==> src/rsp_pkg.sv <==
// Shared constants for the differential-bus serial port.
// Assumes a single 25 MHz processor clock; no software registers.
package rsp_pkg;
    localparam int unsigned CLK_HZ       = 25000000;
    localparam int unsigned BAUD_MIN     = 300;
    localparam int unsigned BAUD_MAX     = 250000;
    // Clocks per bit at the slowest and fastest documented rate
    localparam int unsigned DIV_SLOW     = CLK_HZ / BAUD_MIN;
    localparam int unsigned DIV_FAST     = CLK_HZ / BAUD_MAX;
    localparam int unsigned DIV_W        = 17;
    localparam int unsigned DATA_BITS    = 8;
    localparam int unsigned BIT_IDX_W    = 3;
    localparam int unsigned FIFO_DEPTH   = 32;
    localparam logic [BIT_IDX_W-1:0] LAST_BIT = 3'h7;
    localparam logic START_LEVEL = 1'b0;
    localparam logic STOP_LEVEL  = 1'b1;
    localparam logic IDLE_LEVEL  = 1'b1;
    localparam logic [DIV_W-1:0] DIV_LO = DIV_W'(DIV_FAST);
    localparam logic [DIV_W-1:0] DIV_HI = DIV_W'(DIV_SLOW);
    localparam logic [DIV_W-1:0] CNT_ONE = 17'h00001;

    typedef enum logic [1:0] {RSP_IDLE, RSP_START, RSP_DATA, RSP_STOP} rsp_state_e;
endpackage : rsp_pkg

==> src/rsp_fifo.sv <==
// Synchronous FIFO with registered read data and valid/ready on both sides.
// Assumes one clock and a synchronous active-low reset.
`timescale 1ns/1ps
module rsp_fifo #(
    parameter int unsigned WIDTH = 8,
    parameter int unsigned DEPTH = 32
) (
    // Clock and reset
    input  wire logic             clock,
    input  wire logic             rst_n,
    // Fill side
    input  wire logic             in_valid,
    input  wire logic [WIDTH-1:0] in_data,
    output logic                  in_ready,
    // Drain side
    output logic                  out_valid,
    output logic      [WIDTH-1:0] out_data,
    input  wire logic             out_ready
);
    localparam int unsigned AW = $clog2(DEPTH);

    logic [WIDTH-1:0] mem [DEPTH];
    logic [AW-1:0]    wr_ptr_reg, wr_ptr_next;
    logic [AW-1:0]    rd_ptr_reg, rd_ptr_next;
    logic [AW:0]      count_reg, count_next;
    logic             out_valid_reg, out_valid_next;
    logic [WIDTH-1:0] out_data_reg, out_data_next;
    logic             push, pop_mem, load_out;

    // Output register is one of the DEPTH words
    assign in_ready  = ((count_reg + (AW+1)'(out_valid_reg)) != (AW+1)'(DEPTH));
    assign out_valid = out_valid_reg;
    assign out_data  = out_data_reg;

    always_comb begin
        push           = in_valid && in_ready;
        load_out       = !out_valid_reg || out_ready;
        pop_mem        = load_out && (count_reg != '0);
        wr_ptr_next    = push ? wr_ptr_reg + 1'b1 : wr_ptr_reg;
        rd_ptr_next    = pop_mem ? rd_ptr_reg + 1'b1 : rd_ptr_reg;
        count_next     = count_reg + (AW+1)'(push) - (AW+1)'(pop_mem);
        out_valid_next = load_out ? (count_reg != '0) : out_valid_reg;
        out_data_next  = pop_mem ? mem[rd_ptr_reg] : out_data_reg;
    end

    always_ff @(posedge clock) begin
        if (push) begin
            mem[wr_ptr_reg] <= in_data;
        end
        if (!rst_n) begin
            wr_ptr_reg    <= '0;
            rd_ptr_reg    <= '0;
            count_reg     <= '0;
            out_valid_reg <= 1'b0;
            out_data_reg  <= '0;
        end else begin
            wr_ptr_reg    <= wr_ptr_next;
            rd_ptr_reg    <= rd_ptr_next;
            count_reg     <= count_next;
            out_valid_reg <= out_valid_next;
            out_data_reg  <= out_data_next;
        end
    end
endmodule : rsp_fifo

==> src/rsp_serial_port.sv <==
// Differential-bus asynchronous serial port: transmitter, receiver,
// background receive buffer and a guarded firmware-image byte path.
// Assumes an external transceiver; line pins arrive asynchronously.
`timescale 1ns/1ps
// Function
// [RULE1] Eight data bits, no parity, one stop
// [RULE2] Bit rate selectable 300 to 250K baud
// [RULE3] Start bit low, stop bit high
// [RULE4] Data sent LSB first after start
// [RULE5] Full duplex paths share one rate generator
// [RULE6] Single-byte mode or background buffered mode
// [RULE7] Direction pin sampled only, never driven
// [RULE8] Slaves turn around themselves when we master
// [RULE9] Module resets while reset held low
// [RULE10] One port for traffic and firmware download
// [RULE11] Images accepted only from programming adapter
// [RULE12] Non-inverting line true, inverting line complement
// [RULE13] Receiver confirms start mid-bit, samples centres
module rsp_serial_port #(
    parameter int unsigned BUF_DEPTH = rsp_pkg::FIFO_DEPTH
) (
    // Clock and reset
    input  wire logic                      clock,
    input  wire logic                      rst_n,
    // Configuration
    input  wire logic [rsp_pkg::DIV_W-1:0] baud_div,
    input  wire logic                      buffered_mode,
    input  wire logic                      slave_mode,
    input  wire logic                      fw_mode,
    // Transmit request
    input  wire logic                      tx_valid,
    input  wire logic [7:0]                tx_data,
    output logic                           tx_ready,
    // Receive answer
    output logic                           rx_valid,
    output logic [7:0]                     rx_data,
    input  wire logic                      rx_ready,
    output logic                           rx_overrun,
    output logic                           rx_frame_err,
    // Firmware image bytes
    output logic                           img_valid,
    output logic [7:0]                     img_data,
    output logic                           img_refused,
    // Line pins
    input  wire logic                      line_rx,
    input  wire logic                      turn_pin,
    output logic                           line_a_out,
    output logic                           line_b_out,
    output logic                           line_oe
);
    // Shared rate generator
    logic [rsp_pkg::DIV_W-1:0] div_eff;
    always_comb begin
        if (baud_div < rsp_pkg::DIV_LO) begin
            div_eff = rsp_pkg::DIV_LO; // RULE2
        end else if (baud_div > rsp_pkg::DIV_HI) begin
            div_eff = rsp_pkg::DIV_HI; // RULE2
        end else begin
            div_eff = baud_div; // RULE5
        end
    end

    // Pin synchronisers
    logic rx_s1_reg, rx_s2_reg, rx_prev_reg;
    logic turn_s1_reg, turn_s2_reg;
    always_ff @(posedge clock) begin
        if (!rst_n) begin // RULE9
            rx_s1_reg   <= rsp_pkg::IDLE_LEVEL;
            rx_s2_reg   <= rsp_pkg::IDLE_LEVEL;
            rx_prev_reg <= rsp_pkg::IDLE_LEVEL;
            turn_s1_reg <= 1'b0;
            turn_s2_reg <= 1'b0;
        end else begin
            rx_s1_reg   <= line_rx;
            rx_s2_reg   <= rx_s1_reg;
            rx_prev_reg <= rx_s2_reg;
            turn_s1_reg <= turn_pin; // RULE7
            turn_s2_reg <= turn_s1_reg;
        end
    end

    // Transmitter
    rsp_pkg::rsp_state_e       tx_st_reg, tx_st_next;
    logic [rsp_pkg::DIV_W-1:0] tx_cnt_reg, tx_cnt_next;
    logic [2:0]                tx_bit_reg, tx_bit_next;
    logic [7:0]                tx_sh_reg, tx_sh_next;
    logic                      tx_line_reg, tx_line_next;
    logic                      tx_go, tx_tick;
    // In slave mode the host owns the direction, so only send while it grants
    assign tx_go    = (tx_st_reg == rsp_pkg::RSP_IDLE) && (!slave_mode || turn_s2_reg);
    assign tx_ready = tx_go;
    assign tx_tick  = (tx_cnt_reg == rsp_pkg::CNT_ONE);
    always_comb begin
        tx_st_next   = tx_st_reg;
        tx_cnt_next  = tx_tick ? div_eff : tx_cnt_reg - 1'b1;
        tx_bit_next  = tx_bit_reg;
        tx_sh_next   = tx_sh_reg;
        tx_line_next = tx_line_reg;
        case (tx_st_reg)
            rsp_pkg::RSP_IDLE: begin
                tx_cnt_next  = div_eff;
                tx_line_next = rsp_pkg::IDLE_LEVEL;
                if (tx_valid && tx_go) begin
                    tx_st_next   = rsp_pkg::RSP_START;
                    tx_sh_next   = tx_data;
                    tx_line_next = rsp_pkg::START_LEVEL; // RULE3
                end
            end
            rsp_pkg::RSP_START: begin
                if (tx_tick) begin
                    tx_st_next   = rsp_pkg::RSP_DATA;
                    tx_bit_next  = '0;
                    tx_line_next = tx_sh_reg[0]; // RULE4
                    tx_sh_next   = {1'b0, tx_sh_reg[7:1]};
                end
            end
            rsp_pkg::RSP_DATA: begin
                if (tx_tick) begin
                    if (tx_bit_reg == rsp_pkg::LAST_BIT) begin // RULE1
                        tx_st_next   = rsp_pkg::RSP_STOP;
                        tx_line_next = rsp_pkg::STOP_LEVEL; // RULE3
                    end else begin
                        tx_bit_next  = tx_bit_reg + 1'b1;
                        tx_line_next = tx_sh_reg[0]; // RULE4
                        tx_sh_next   = {1'b0, tx_sh_reg[7:1]};
                    end
                end
            end
            default: begin
                if (tx_tick) begin // RULE1
                    tx_st_next = rsp_pkg::RSP_IDLE;
                end
            end
        endcase
    end

    always_ff @(posedge clock) begin
        if (!rst_n) begin
            tx_st_reg   <= rsp_pkg::RSP_IDLE;
            tx_cnt_reg  <= rsp_pkg::DIV_LO;
            tx_bit_reg  <= '0;
            tx_sh_reg   <= '0;
            tx_line_reg <= rsp_pkg::IDLE_LEVEL;
        end else begin
            tx_st_reg   <= tx_st_next;
            tx_cnt_reg  <= tx_cnt_next;
            tx_bit_reg  <= tx_bit_next;
            tx_sh_reg   <= tx_sh_next;
            tx_line_reg <= tx_line_next;
        end
    end

    assign line_a_out = tx_line_reg; // RULE12
    assign line_b_out = !tx_line_reg; // RULE12
    // As master the driver is ours only while a frame is out; slaves turn round alone
    assign line_oe = slave_mode ? turn_s2_reg : (tx_st_reg != rsp_pkg::RSP_IDLE); // RULE7 RULE8

    // Receiver
    rsp_pkg::rsp_state_e       rx_st_reg, rx_st_next;
    logic [rsp_pkg::DIV_W-1:0] rx_cnt_reg, rx_cnt_next;
    logic [2:0]                rx_bit_reg, rx_bit_next;
    logic [7:0]                rx_sh_reg, rx_sh_next;
    logic                      rx_done, rx_ferr, rx_tick;
    logic                      rx_adapter_reg, rx_adapter_next;
    assign rx_tick = (rx_cnt_reg == rsp_pkg::CNT_ONE);
    always_comb begin
        rx_st_next      = rx_st_reg;
        rx_cnt_next     = rx_tick ? div_eff : rx_cnt_reg - 1'b1;
        rx_bit_next     = rx_bit_reg;
        rx_sh_next      = rx_sh_reg;
        rx_adapter_next = rx_adapter_reg;
        rx_done         = 1'b0;
        rx_ferr         = 1'b0;
        case (rx_st_reg)
            rsp_pkg::RSP_IDLE: begin
                rx_cnt_next = {1'b0, div_eff[rsp_pkg::DIV_W-1:1]};
                if (rx_prev_reg && !rx_s2_reg) begin // RULE13
                    rx_st_next      = rsp_pkg::RSP_START;
                    rx_adapter_next = turn_s2_reg;
                end
            end
            rsp_pkg::RSP_START: begin
                if (rx_tick) begin
                    // A glitch shorter than half a bit is dropped here
                    rx_st_next  = (rx_s2_reg == rsp_pkg::START_LEVEL) ?
                                  rsp_pkg::RSP_DATA : rsp_pkg::RSP_IDLE; // RULE13
                    rx_bit_next = '0;
                end
            end
            rsp_pkg::RSP_DATA: begin
                if (rx_tick) begin
                    rx_sh_next = {rx_s2_reg, rx_sh_reg[7:1]}; // RULE4 RULE13
                    if (rx_bit_reg == rsp_pkg::LAST_BIT) begin
                        rx_st_next = rsp_pkg::RSP_STOP; // RULE1
                    end else begin
                        rx_bit_next = rx_bit_reg + 1'b1;
                    end
                end
            end
            default: begin
                if (rx_tick) begin
                    rx_st_next = rsp_pkg::RSP_IDLE;
                    rx_done    = (rx_s2_reg == rsp_pkg::STOP_LEVEL); // RULE3
                    rx_ferr    = (rx_s2_reg != rsp_pkg::STOP_LEVEL);
                end
            end
        endcase
        rx_adapter_next = rx_adapter_next && turn_s2_reg;
    end

    always_ff @(posedge clock) begin
        if (!rst_n) begin
            rx_st_reg      <= rsp_pkg::RSP_IDLE;
            rx_cnt_reg     <= rsp_pkg::DIV_LO;
            rx_bit_reg     <= '0;
            rx_sh_reg      <= '0;
            rx_adapter_reg <= 1'b0;
        end else begin
            rx_st_reg      <= rx_st_next;
            rx_cnt_reg     <= rx_cnt_next;
            rx_bit_reg     <= rx_bit_next;
            rx_sh_reg      <= rx_sh_next;
            rx_adapter_reg <= rx_adapter_next;
        end
    end

    // Byte routing: firmware path, single-byte holder or buffer
    logic       to_img, to_buf, to_one;
    logic       one_valid_reg, one_valid_next;
    logic [7:0] one_data_reg, one_data_next;
    logic       img_valid_reg, img_valid_next;
    logic [7:0] img_data_reg, img_data_next;
    logic       refused_reg, refused_next;
    logic       ovr_reg, ovr_next;
    logic       ferr_reg, ferr_next;
    logic       buf_in_ready, buf_out_valid, buf_out_ready;
    logic [7:0] buf_out_data;

    always_comb begin
        to_img         = rx_done && fw_mode; // RULE10
        to_buf         = rx_done && !fw_mode && buffered_mode; // RULE6
        to_one         = rx_done && !fw_mode && !buffered_mode; // RULE6
        // Turn pin held high for the whole byte marks the adapter
        img_valid_next = to_img && rx_adapter_reg; // RULE11
        refused_next   = to_img && !rx_adapter_reg; // RULE11
        img_data_next  = img_valid_next ? rx_sh_reg : img_data_reg;
        one_valid_next = one_valid_reg && !(rx_ready && !buffered_mode);
        one_data_next  = one_data_reg;
        // The line cannot be stalled, so a full holder or buffer drops the byte
        ovr_next       = (to_buf && !buf_in_ready) || (to_one && one_valid_next);
        if (to_one && !one_valid_next) begin
            one_valid_next = 1'b1;
            one_data_next  = rx_sh_reg;
        end
        ferr_next      = rx_ferr;
    end

    always_ff @(posedge clock) begin
        if (!rst_n) begin
            one_valid_reg <= 1'b0;
            one_data_reg  <= '0;
            img_valid_reg <= 1'b0;
            img_data_reg  <= '0;
            refused_reg   <= 1'b0;
            ovr_reg       <= 1'b0;
            ferr_reg      <= 1'b0;
        end else begin
            one_valid_reg <= one_valid_next;
            one_data_reg  <= one_data_next;
            img_valid_reg <= img_valid_next;
            img_data_reg  <= img_data_next;
            refused_reg   <= refused_next;
            ovr_reg       <= ovr_next;
            ferr_reg      <= ferr_next;
        end
    end

    rsp_fifo #(
        .WIDTH (rsp_pkg::DATA_BITS),
        .DEPTH (BUF_DEPTH)
    ) u_rx_buf (
        .clock     (clock),
        .rst_n     (rst_n),
        .in_valid  (to_buf),
        .in_data   (rx_sh_reg),
        .in_ready  (buf_in_ready),
        .out_valid (buf_out_valid),
        .out_data  (buf_out_data),
        .out_ready (buf_out_ready)
    );

    assign buf_out_ready = rx_ready && buffered_mode; // RULE6
    assign rx_valid      = buffered_mode ? buf_out_valid : one_valid_reg;
    assign rx_data       = buffered_mode ? buf_out_data : one_data_reg;
    assign rx_overrun    = ovr_reg;
    assign rx_frame_err  = ferr_reg;
    assign img_valid     = img_valid_reg;
    assign img_data      = img_data_reg;
    assign img_refused   = refused_reg;
endmodule : rsp_serial_port

==> config.mk <==
export PLATFORM = sky130hd
export DESIGN_NAME = rsp_serial_port
export DESIGN_NICKNAME = d
export VERILOG_FILES = /design/src/rsp_pkg.sv /design/src/rsp_fifo.sv /design/src/rsp_serial_port.sv
export SDC_FILE = /design/constraint.sdc
export NUM_CORES = 1
export LEC_CHECK = 0
export BUFFER_PORTS_ARGS = -buffer_cell sky130_fd_sc_hd__buf_2
export CAP_MARGIN = 20
export CORE_ASPECT_RATIO = 1.2
export CORE_MARGIN = 2
export CORE_UTILIZATION = 30
export DETAILED_ROUTE_END_ITERATION = 8
export GPL_ROUTABILITY_DRIVEN = 0
export PLACE_DENSITY = 0.57
export SKIP_CTS_REPAIR_TIMING = 1
export SLEW_MARGIN = 25
export SYNTH_ARGS = -nofsm -noshare
export SYNTH_HDL_FRONTEND = slang
export SYNTH_SLANG_ARGS = --single-unit
==> constraint.sdc <==
create_clock -name clock -period 3.8 [get_ports clock]
set_input_delay 0.38 -clock clock [delete_from_list [all_inputs] [get_ports clock]]
set_output_delay 0.38 -clock clock [all_outputs]
set_load 0.03 [all_outputs]
After elaboration in Yosys (flattened, before gate mapping)
Memory sizes are Yosys's and may differ from the RTL's. A register that Yosys moved wholly into a read port is not among the register bits.
Cells that the tools add are included.
{"block": "word_totals", "out_inout_bits": 25, "input_bits": 34, "wordCells": 159, "n_memories": 1, "mem_bits_rw": 256, "ff_bits": 105}
{"memory": "u_rx_buf.mem", "depth": 32, "width": 8, "read_ports": 1, "rd_ports_with_merged_regs": 1, "wr": 1, "line_no": "rsp_fifo.sv:22", "rtl": "logic [WIDTH-1:0] mem [DEPTH];"}
{"block": "op_classes", "reduce_logical": 51, "bitwise": 3, "addsub": 9, "mux": 47, "n_eq_ne": 19, "order_cmp": 2}
{"op": "$mux 17", "count": 5}
{"op": "$mux 8", "count": 5}
{"op": "$eq 17x1->1 const B", "count": 2}
{"op": "$sub 17x1->17 const B", "count": 2}
{"op": "$pmux 8 s3", "count": 1}
{"op": "$mux 2", "count": 11}
{"op": "$logic_and 1x1->1", "count": 18}
{"op": "$mux 3", "count": 6}
{"op": "$ne 2x2->1 const B", "count": 9}
{"op": "$gt 17x17->1 const B", "count": 1}
{"op": "$lt 17x7->1 const B", "count": 1}
{"op": "$mux 16", "count": 1}
{"op": "$reduce_and 5->1", "count": 3}
{"op": "$mux 1", "count": 13}
{"op": "$add 6x1->6", "count": 2}
{"op": "$pmux 2 s3", "count": 2}
{"op": "$pmux 3 s2", "count": 2}
{"op": "$logic_not 1->1", "count": 11}
{"op": "$add 5x1->5 const B", "count": 2}
{"op": "$reduce_bool 2->1", "count": 5}
{"op": "$reduce_and 4->1", "count": 2}
{"op": "$add 3x1->3 const B", "count": 2}
{"op": "$eq 3x3->1 const B", "count": 2}
{"op": "$ne 6x6->1 const B", "count": 1}
{"op": "other kinds (15)", "count": 22}

Depth between registers and ports, before layout
{"block": "logic_depth", "depth_word": 8, "mapped_depth": 16, "depth_no_buf": 15}

Cells and area by module
From an unflattened synthesis, not the netlist that was laid out.
{"block": "unflattened", "hier_cells": 1173, "area_unflattened_um2": 15910.3}
{"module": "rsp_fifo", "cells_each": 601, "seq_area_each_um2": 8187.9, "instances": 1, "area_each_um2": 11178.2}
{"module": "rsp_serial_port", "cells_each": 572, "seq_area_each_um2": 1761.7, "instances": 1, "area_each_um2": 4732.0}

Worst setup path after synthesis
OpenSTA, ideal clock, no wires.
{"block": "synth_path", "path_type": "reg-to-reg", "startpoint": "reg rx_cnt_reg[0] (netlist name)", "endpoint": "reg u_rx_buf.count_reg[4]", "stages_incl_launch_ff": 16, "slack_ps": 837, "t_arrival_ps": 2835, "required_time_ps": 3672, "n_path_buf": 1, "setup_time_ps": 128, "synth_period_minus_slack_ps": 2963, "path_cell_list": "dfxtp_1 > ha_1 > or4b_4 > nor3_4 > and4_4 > nand3_4 > inv_2 > buf_4 > ha_1 > inv_1 > fa_1 > inv_1 > a21oi_1 > o21bai_1 > xnor2_1 > nor2_1"}
{"block": "synth_via", "elab_chain_len": 8}
{"element": "start: declaration", "line_no": "rsp_serial_port.sv:160", "rtl": "logic [rsp_pkg::DIV_W-1:0] rx_cnt_reg, rx_cnt_next;"}
{"element": "start signal: assignment", "line_no": "rsp_serial_port.sv:214", "rtl": "rx_cnt_reg <= rsp_pkg::DIV_LO;"}
{"element": "start signal: assignment", "line_no": "rsp_serial_port.sv:220", "rtl": "rx_cnt_reg <= rx_cnt_next;"}
{"element": "$eq 17x1->1", "line_no": "rsp_serial_port.sv:165", "rtl": "assign rx_tick = (rx_cnt_reg == rsp_pkg::CNT_ONE);"}
{"element": "$mux 1", "line_no": "rsp_serial_port.sv:201", "rtl": "if (rx_tick) begin"}
{"element": "$mux 1", "line_no": "rsp_serial_port.sv:174", "rtl": "case (rx_st_reg)"}
{"element": "$logic_and 1x1->1 (2 in series)", "line_no": "rsp_serial_port.sv:241", "rtl": "to_buf = rx_done && !fw_mode && buffered_mode;"}
{"element": "$logic_and 1x1->1", "line_no": "rsp_fifo.sv:36", "rtl": "push = in_valid && in_ready;"}
{"element": "named net u_rx_buf.push", "line_no": "rsp_fifo.sv:28", "rtl": "logic push, pop_mem, load_out;"}
{"element": "$add 6x1->6", "line_no": "rsp_fifo.sv:41", "rtl": "count_next = count_reg + (AW+1)'(push) - (AW+1)'(pop_mem);"}
{"element": "$sub 6x1->6", "line_no": "rsp_fifo.sv:41"}
{"element": "end signal: assignment", "line_no": "rsp_fifo.sv:59", "rtl": "count_reg <= count_next;"}
{"element": "end: declaration", "line_no": "rsp_fifo.sv:25", "rtl": "logic [AW:0] count_reg, count_next;"}
The timed path passes the listed nets, and every way through them passes these cells.
A chain may end at the register's enable or synchronous reset.

Final worst setup path
{"block": "layout_path", "startpoint": "reg rx_cnt_reg[0] (netlist name)", "endpoint": "reg u_rx_buf.count_reg[4]"}
{"block": "layout_via", "elab_chain_len": 8}
{"element": "$eq 17x1->1", "line_no": "rsp_serial_port.sv:165"}
{"element": "$mux 1", "line_no": "rsp_serial_port.sv:201"}
{"element": "$mux 1", "line_no": "rsp_serial_port.sv:174"}
{"element": "$logic_and 1x1->1 (2 in series)", "line_no": "rsp_serial_port.sv:241"}
{"element": "$logic_and 1x1->1", "line_no": "rsp_fifo.sv:36"}
{"element": "$add 6x1->6", "line_no": "rsp_fifo.sv:41"}
{"element": "$sub 6x1->6", "line_no": "rsp_fifo.sv:41"}
No other way between the ends.

==> results.md <==
Worst hold path:
- The startpoint of the lowest-slack hold path is line_rx.
- The worst hold path belongs to the class input port to register.
- The path with the worst hold slack has its endpoint at rx_s1_reg.
- The worst hold path was traced through 2 stages.

Detailed routing:
- In the routed design, unresolved DRC markers number 0.
- After detailed routing, the total wire length is 38800 microns.
- The post-route antenna net violation count is 0.
- In this run, the number of DRC markers left after iteration 0 of detailed routing was roughly 700.
- For this block, the via count after detailed routing is ~10000.
- The first detailed-routing pass ran for 4 iterations.
- The routed wirelength normalized by instance count is between 15 and 20 microns.
- The average vias per placed instance is between 5 and 6.

Critical path:
- The largest single stage delay on the critical path is ~0.49 ns.
- The setup check on the worst reg-to-reg path leaves a slack of approximately 0.66 ns.
- The maximum net fanout on the critical path is 13.
- Together, buffers and inverters on the worst path number 3.
- In this design, the largest share of critical-path delay is due to simple AND/OR/NAND/NOR gates.
- At the worst endpoint, the arrival time is between 3 and 4 ns.
- The critical path goes through ha_1, or4b_4, nor3_4, and4_4, nand3_4, inv_2, ha_1, inv_1, fa_1, inv_1, a21oi_1, o21bai_1, xnor2_1, nor2_1.
- The critical path endpoint category is a register.
- The type of the worst setup path is register to register.
- The worst setup path is launched from a register.
- The required time of the critical path is 4.17 ns.
- The worst register-to-register path ends at u_rx_buf.count_reg[4].
- Counting cells, the worst reg-to-reg path comes to 14.
- The launching point of the worst reg2reg path is rx_cnt_reg[0].
- Among all stages on the critical path, the largest delay is contributed by sky130_fd_sc_hd__or4b_4.

STA:
- The count of final hold-check violations is 0.
- At the pin with the least slew margin, the transition time is 0.949 ns.
- The normalized max-slew margin is 0.363.
- Setup repair after global routing left no endpoint under its margin.
- Between clock sinks in the finished design, the worst skew comes to 0.0130 ns.
- The peak clock frequency supported by timing is approximately 320 MHz.
- The number of slew-limit violations in the final report is 0.
- In the finished design, the share of the clock period the worst path needs comes to 0.827.
- The setup total negative slack is 0 ns.
- The final-report setup violation count is 0.
- The time the worst path needs with I/O delays and setup is roughly 3.1 ns.

Clocking:
- The worst-skew pair later-pin latency is between 0.5 and 0.6 ns.
- The clock transition at the register clock pins on the worst setup and hold paths after CTS is approximately 0.070 ns.
- The TritonCTS clock tree is yes.
- The cell at the root of the clock tree is sky130_fd_sc_hd__clkbuf_16.
- The H-tree depth is 2.
- The number of sinks on the clock net is around 370.
- Counting the buffers created by CTS gives 37.
- The worst-case clock buffer depth is 3.

Cells and area:
- Of the cells placed in the final design, the portion with a size suffix greater than 1 is 0.186.
- After the last flow step, the layout net total stands at between 1000 and 1500.
- The number of inserted diodes is 0.
- The library cell used most frequently in the layout, excluding fill and tap cells, is sky130_fd_sc_hd__edfxtp_1.
- The utilization after layout is 0.345.
- Counting the fill cells in the layout gives 5199.
- The area growth from synthesis to layout is 14.4%.
- In the layout the commonest cells are sky130_fd_sc_hd__edfxtp_1, sky130_fd_sc_hd__dfxtp_1, sky130_fd_sc_hd__nand2_1, sky130_fd_sc_hd__buf_2, sky130_fd_sc_hd__mux2i_1.
- The register with the most flip-flops in the layout has approximately 260 of them.

Global routing:
- The first global-routing pass estimated 59800 microns of wire.
- The number of antenna violations at the first check in global routing is 3.
- The via count of the first global-routing pass is roughly 10000.
- The overall routing resource usage is 0.138.
- Entering global routing, the biggest net connects 50 pins.
- For this run the aggregate overflow at the end of global routing stands at 0.

Die:
- From bottom edge to top edge, the die measures 258 microns.
- The die covers about 56000 sq um.
- The placeable core region is approximately 53000 sq um.
- The width of the die is 215 microns.
- The count of pins on the block boundary is 59.
- The initial utilization of the core area, before any placement, comes to 0.301.
- The floorplan has slightly above 90 rows.

Synthesis:
- The synthesized netlist occupies a cell area of around 16000 sq um.
- Counting distinct cell types in the post-synthesis netlist gives 79.
- The number of nets produced by synthesis is ~1200.
- In this run, synthesis produced a sequential element count of around 370.
- Of all flip-flops after synthesis, the portion carrying an async set or reset was 0.
- In this run the mean area of a mapped cell was around 14 sq um.
- Synthesis produced between 1000 and 1500 cells.
- Of the synthesized area, sequential elements account for 0.618.
- For this run, the number of Yosys warnings is 0.
- The synthesized design contains around 260 enable-type register cells.
- The primary flip-flop cell chosen by synthesis mapping is sky130_fd_sc_hd__edfxtp_1.

Placement:
- Detailed placement ended at an HPWL of about 27000 microns.
- The count of input and output buffers is a little under 60.

Pwr:
- The maximum ir drop on the vdd rail is ~460 uV.
- The leakage component of the power is around 6.3 nW.
- The areal power density over the cells is approximately 600 nW/um^2.

Run:
- The tool flagged a number of max-cap violations equal to 0.

Status:
- The run finished with clean final reports.
==> worst reg2reg max path, stage by stage, from the launching register on <==
cell	delay (ns)
sky130_fd_sc_hd__dfxtp_1	0.43
sky130_fd_sc_hd__ha_1	0.17
sky130_fd_sc_hd__or4b_4	0.49
sky130_fd_sc_hd__nor3_4	0.14
sky130_fd_sc_hd__and4_4	0.35
sky130_fd_sc_hd__nand3_4	0.20
sky130_fd_sc_hd__inv_2	0.12
sky130_fd_sc_hd__ha_1	0.17
sky130_fd_sc_hd__inv_1	0.06
sky130_fd_sc_hd__fa_1	0.40
sky130_fd_sc_hd__inv_1	0.07
sky130_fd_sc_hd__a21oi_1	0.06
sky130_fd_sc_hd__o21bai_1	0.15
sky130_fd_sc_hd__xnor2_1	0.13
sky130_fd_sc_hd__nor2_1	0.06
==> area by class of cell <==
type	instances	area [sq um]	area share
flip-flops and latches	369	9960	0.540
multi-input cells	710	5730	0.311
clock buffers	45	966	0.0524
well taps	712	891	0.0483
repair buffers	93	553	0.0300
clock inverters	22	209	0.0113
inverters	32	120	0.00652
==> power breakdown <==
group | switching (W) | leakage [nW] | internal, W
Combinational | 0.00140 | 2.47 | 0.00123
Sequential | 0.000337 | 3.30 | 0.00447
Clock | 0.00155 | 0.567 | 0.00203
==> through the flow <==
step / instance area, sq um / setup WS (ns) / power, W / hold slack [ns] / cells
2_1_floorplan: 16100 / 0.837 / 0.00687 / 0.386 / 1176
3_3_place_gp: 17300 / 0.747 / 0.00752 / 0.395 / 1916
3_5_place_dp: 17300 / 0.688 / 0.00756 / 0.396 / 1916
4_1_cts: 18400 / 0.667 / 0.0112 / 0.0455 / 1983
5_1_grt: 18400 / 0.378 / 0.0116 / 0.0585 / 1983
6_report: 18400 / 0.657 / 0.0110 / 0.0606 / 1983
==> cells by family after synthesis <==
logic type / synth area share
xor+xnor: 0.0180
simple gates: 0.110
mux: 0.113
fa+ha+maj: 0.0269
compound gates: 0.0880
flops: 0.618
buf+inv: 0.0263
==> per-layer routing <==
layer  vias to the layer above  GRT usage  wire length, microns
li1                       4713          -                     -
met1                      5012      0.164                 15900
met2                       218      0.253                 20100
met3                        61     0.0240                  1710
met4                         6     0.0454                   989
met5                         -          0                    41
==> Yosys cell counts, types with 25 or more instances <==
cell type,instances,area [sq um]
sky130_fd_sc_hd__nor3_1,25,125
sky130_fd_sc_hd__clkbuf_1,34,128
sky130_fd_sc_hd__a21oi_1,48,240
sky130_fd_sc_hd__dfxtp_1,113,2260
sky130_fd_sc_hd__and3_1,25,156
sky130_fd_sc_hd__mux2i_1,54,541
sky130_fd_sc_hd__a211oi_1,30,225
sky130_fd_sc_hd__ha_1,33,413
sky130_fd_sc_hd__edfxtp_1,256,7690
sky130_fd_sc_hd__inv_1,31,116
sky130_fd_sc_hd__mux4_2,50,1130
sky130_fd_sc_hd__nand2_1,78,293
sky130_fd_sc_hd__nand3_1,26,130
sky130_fd_sc_hd__nor2_1,47,176
==> how the worst max path moves through the flow <==
stage / from / end / cells past startpoint
finish: rx_cnt_reg[0] / u_rx_buf.count_reg[4] / 14
global route: u_rx_buf.count_reg[3] / u_rx_buf.count_reg[4] / 15
CTS: u_rx_buf.count_reg[3] / u_rx_buf.count_reg[4] / 15
detailed placement: rx_cnt_reg[0] / u_rx_buf.count_reg[4] / 14
global placement: rx_cnt_reg[0] / u_rx_buf.count_reg[4] / 14
floorplan: rx_cnt_reg[0] / u_rx_buf.count_reg[4] / 15
Power figures use the tool's default switching activity.
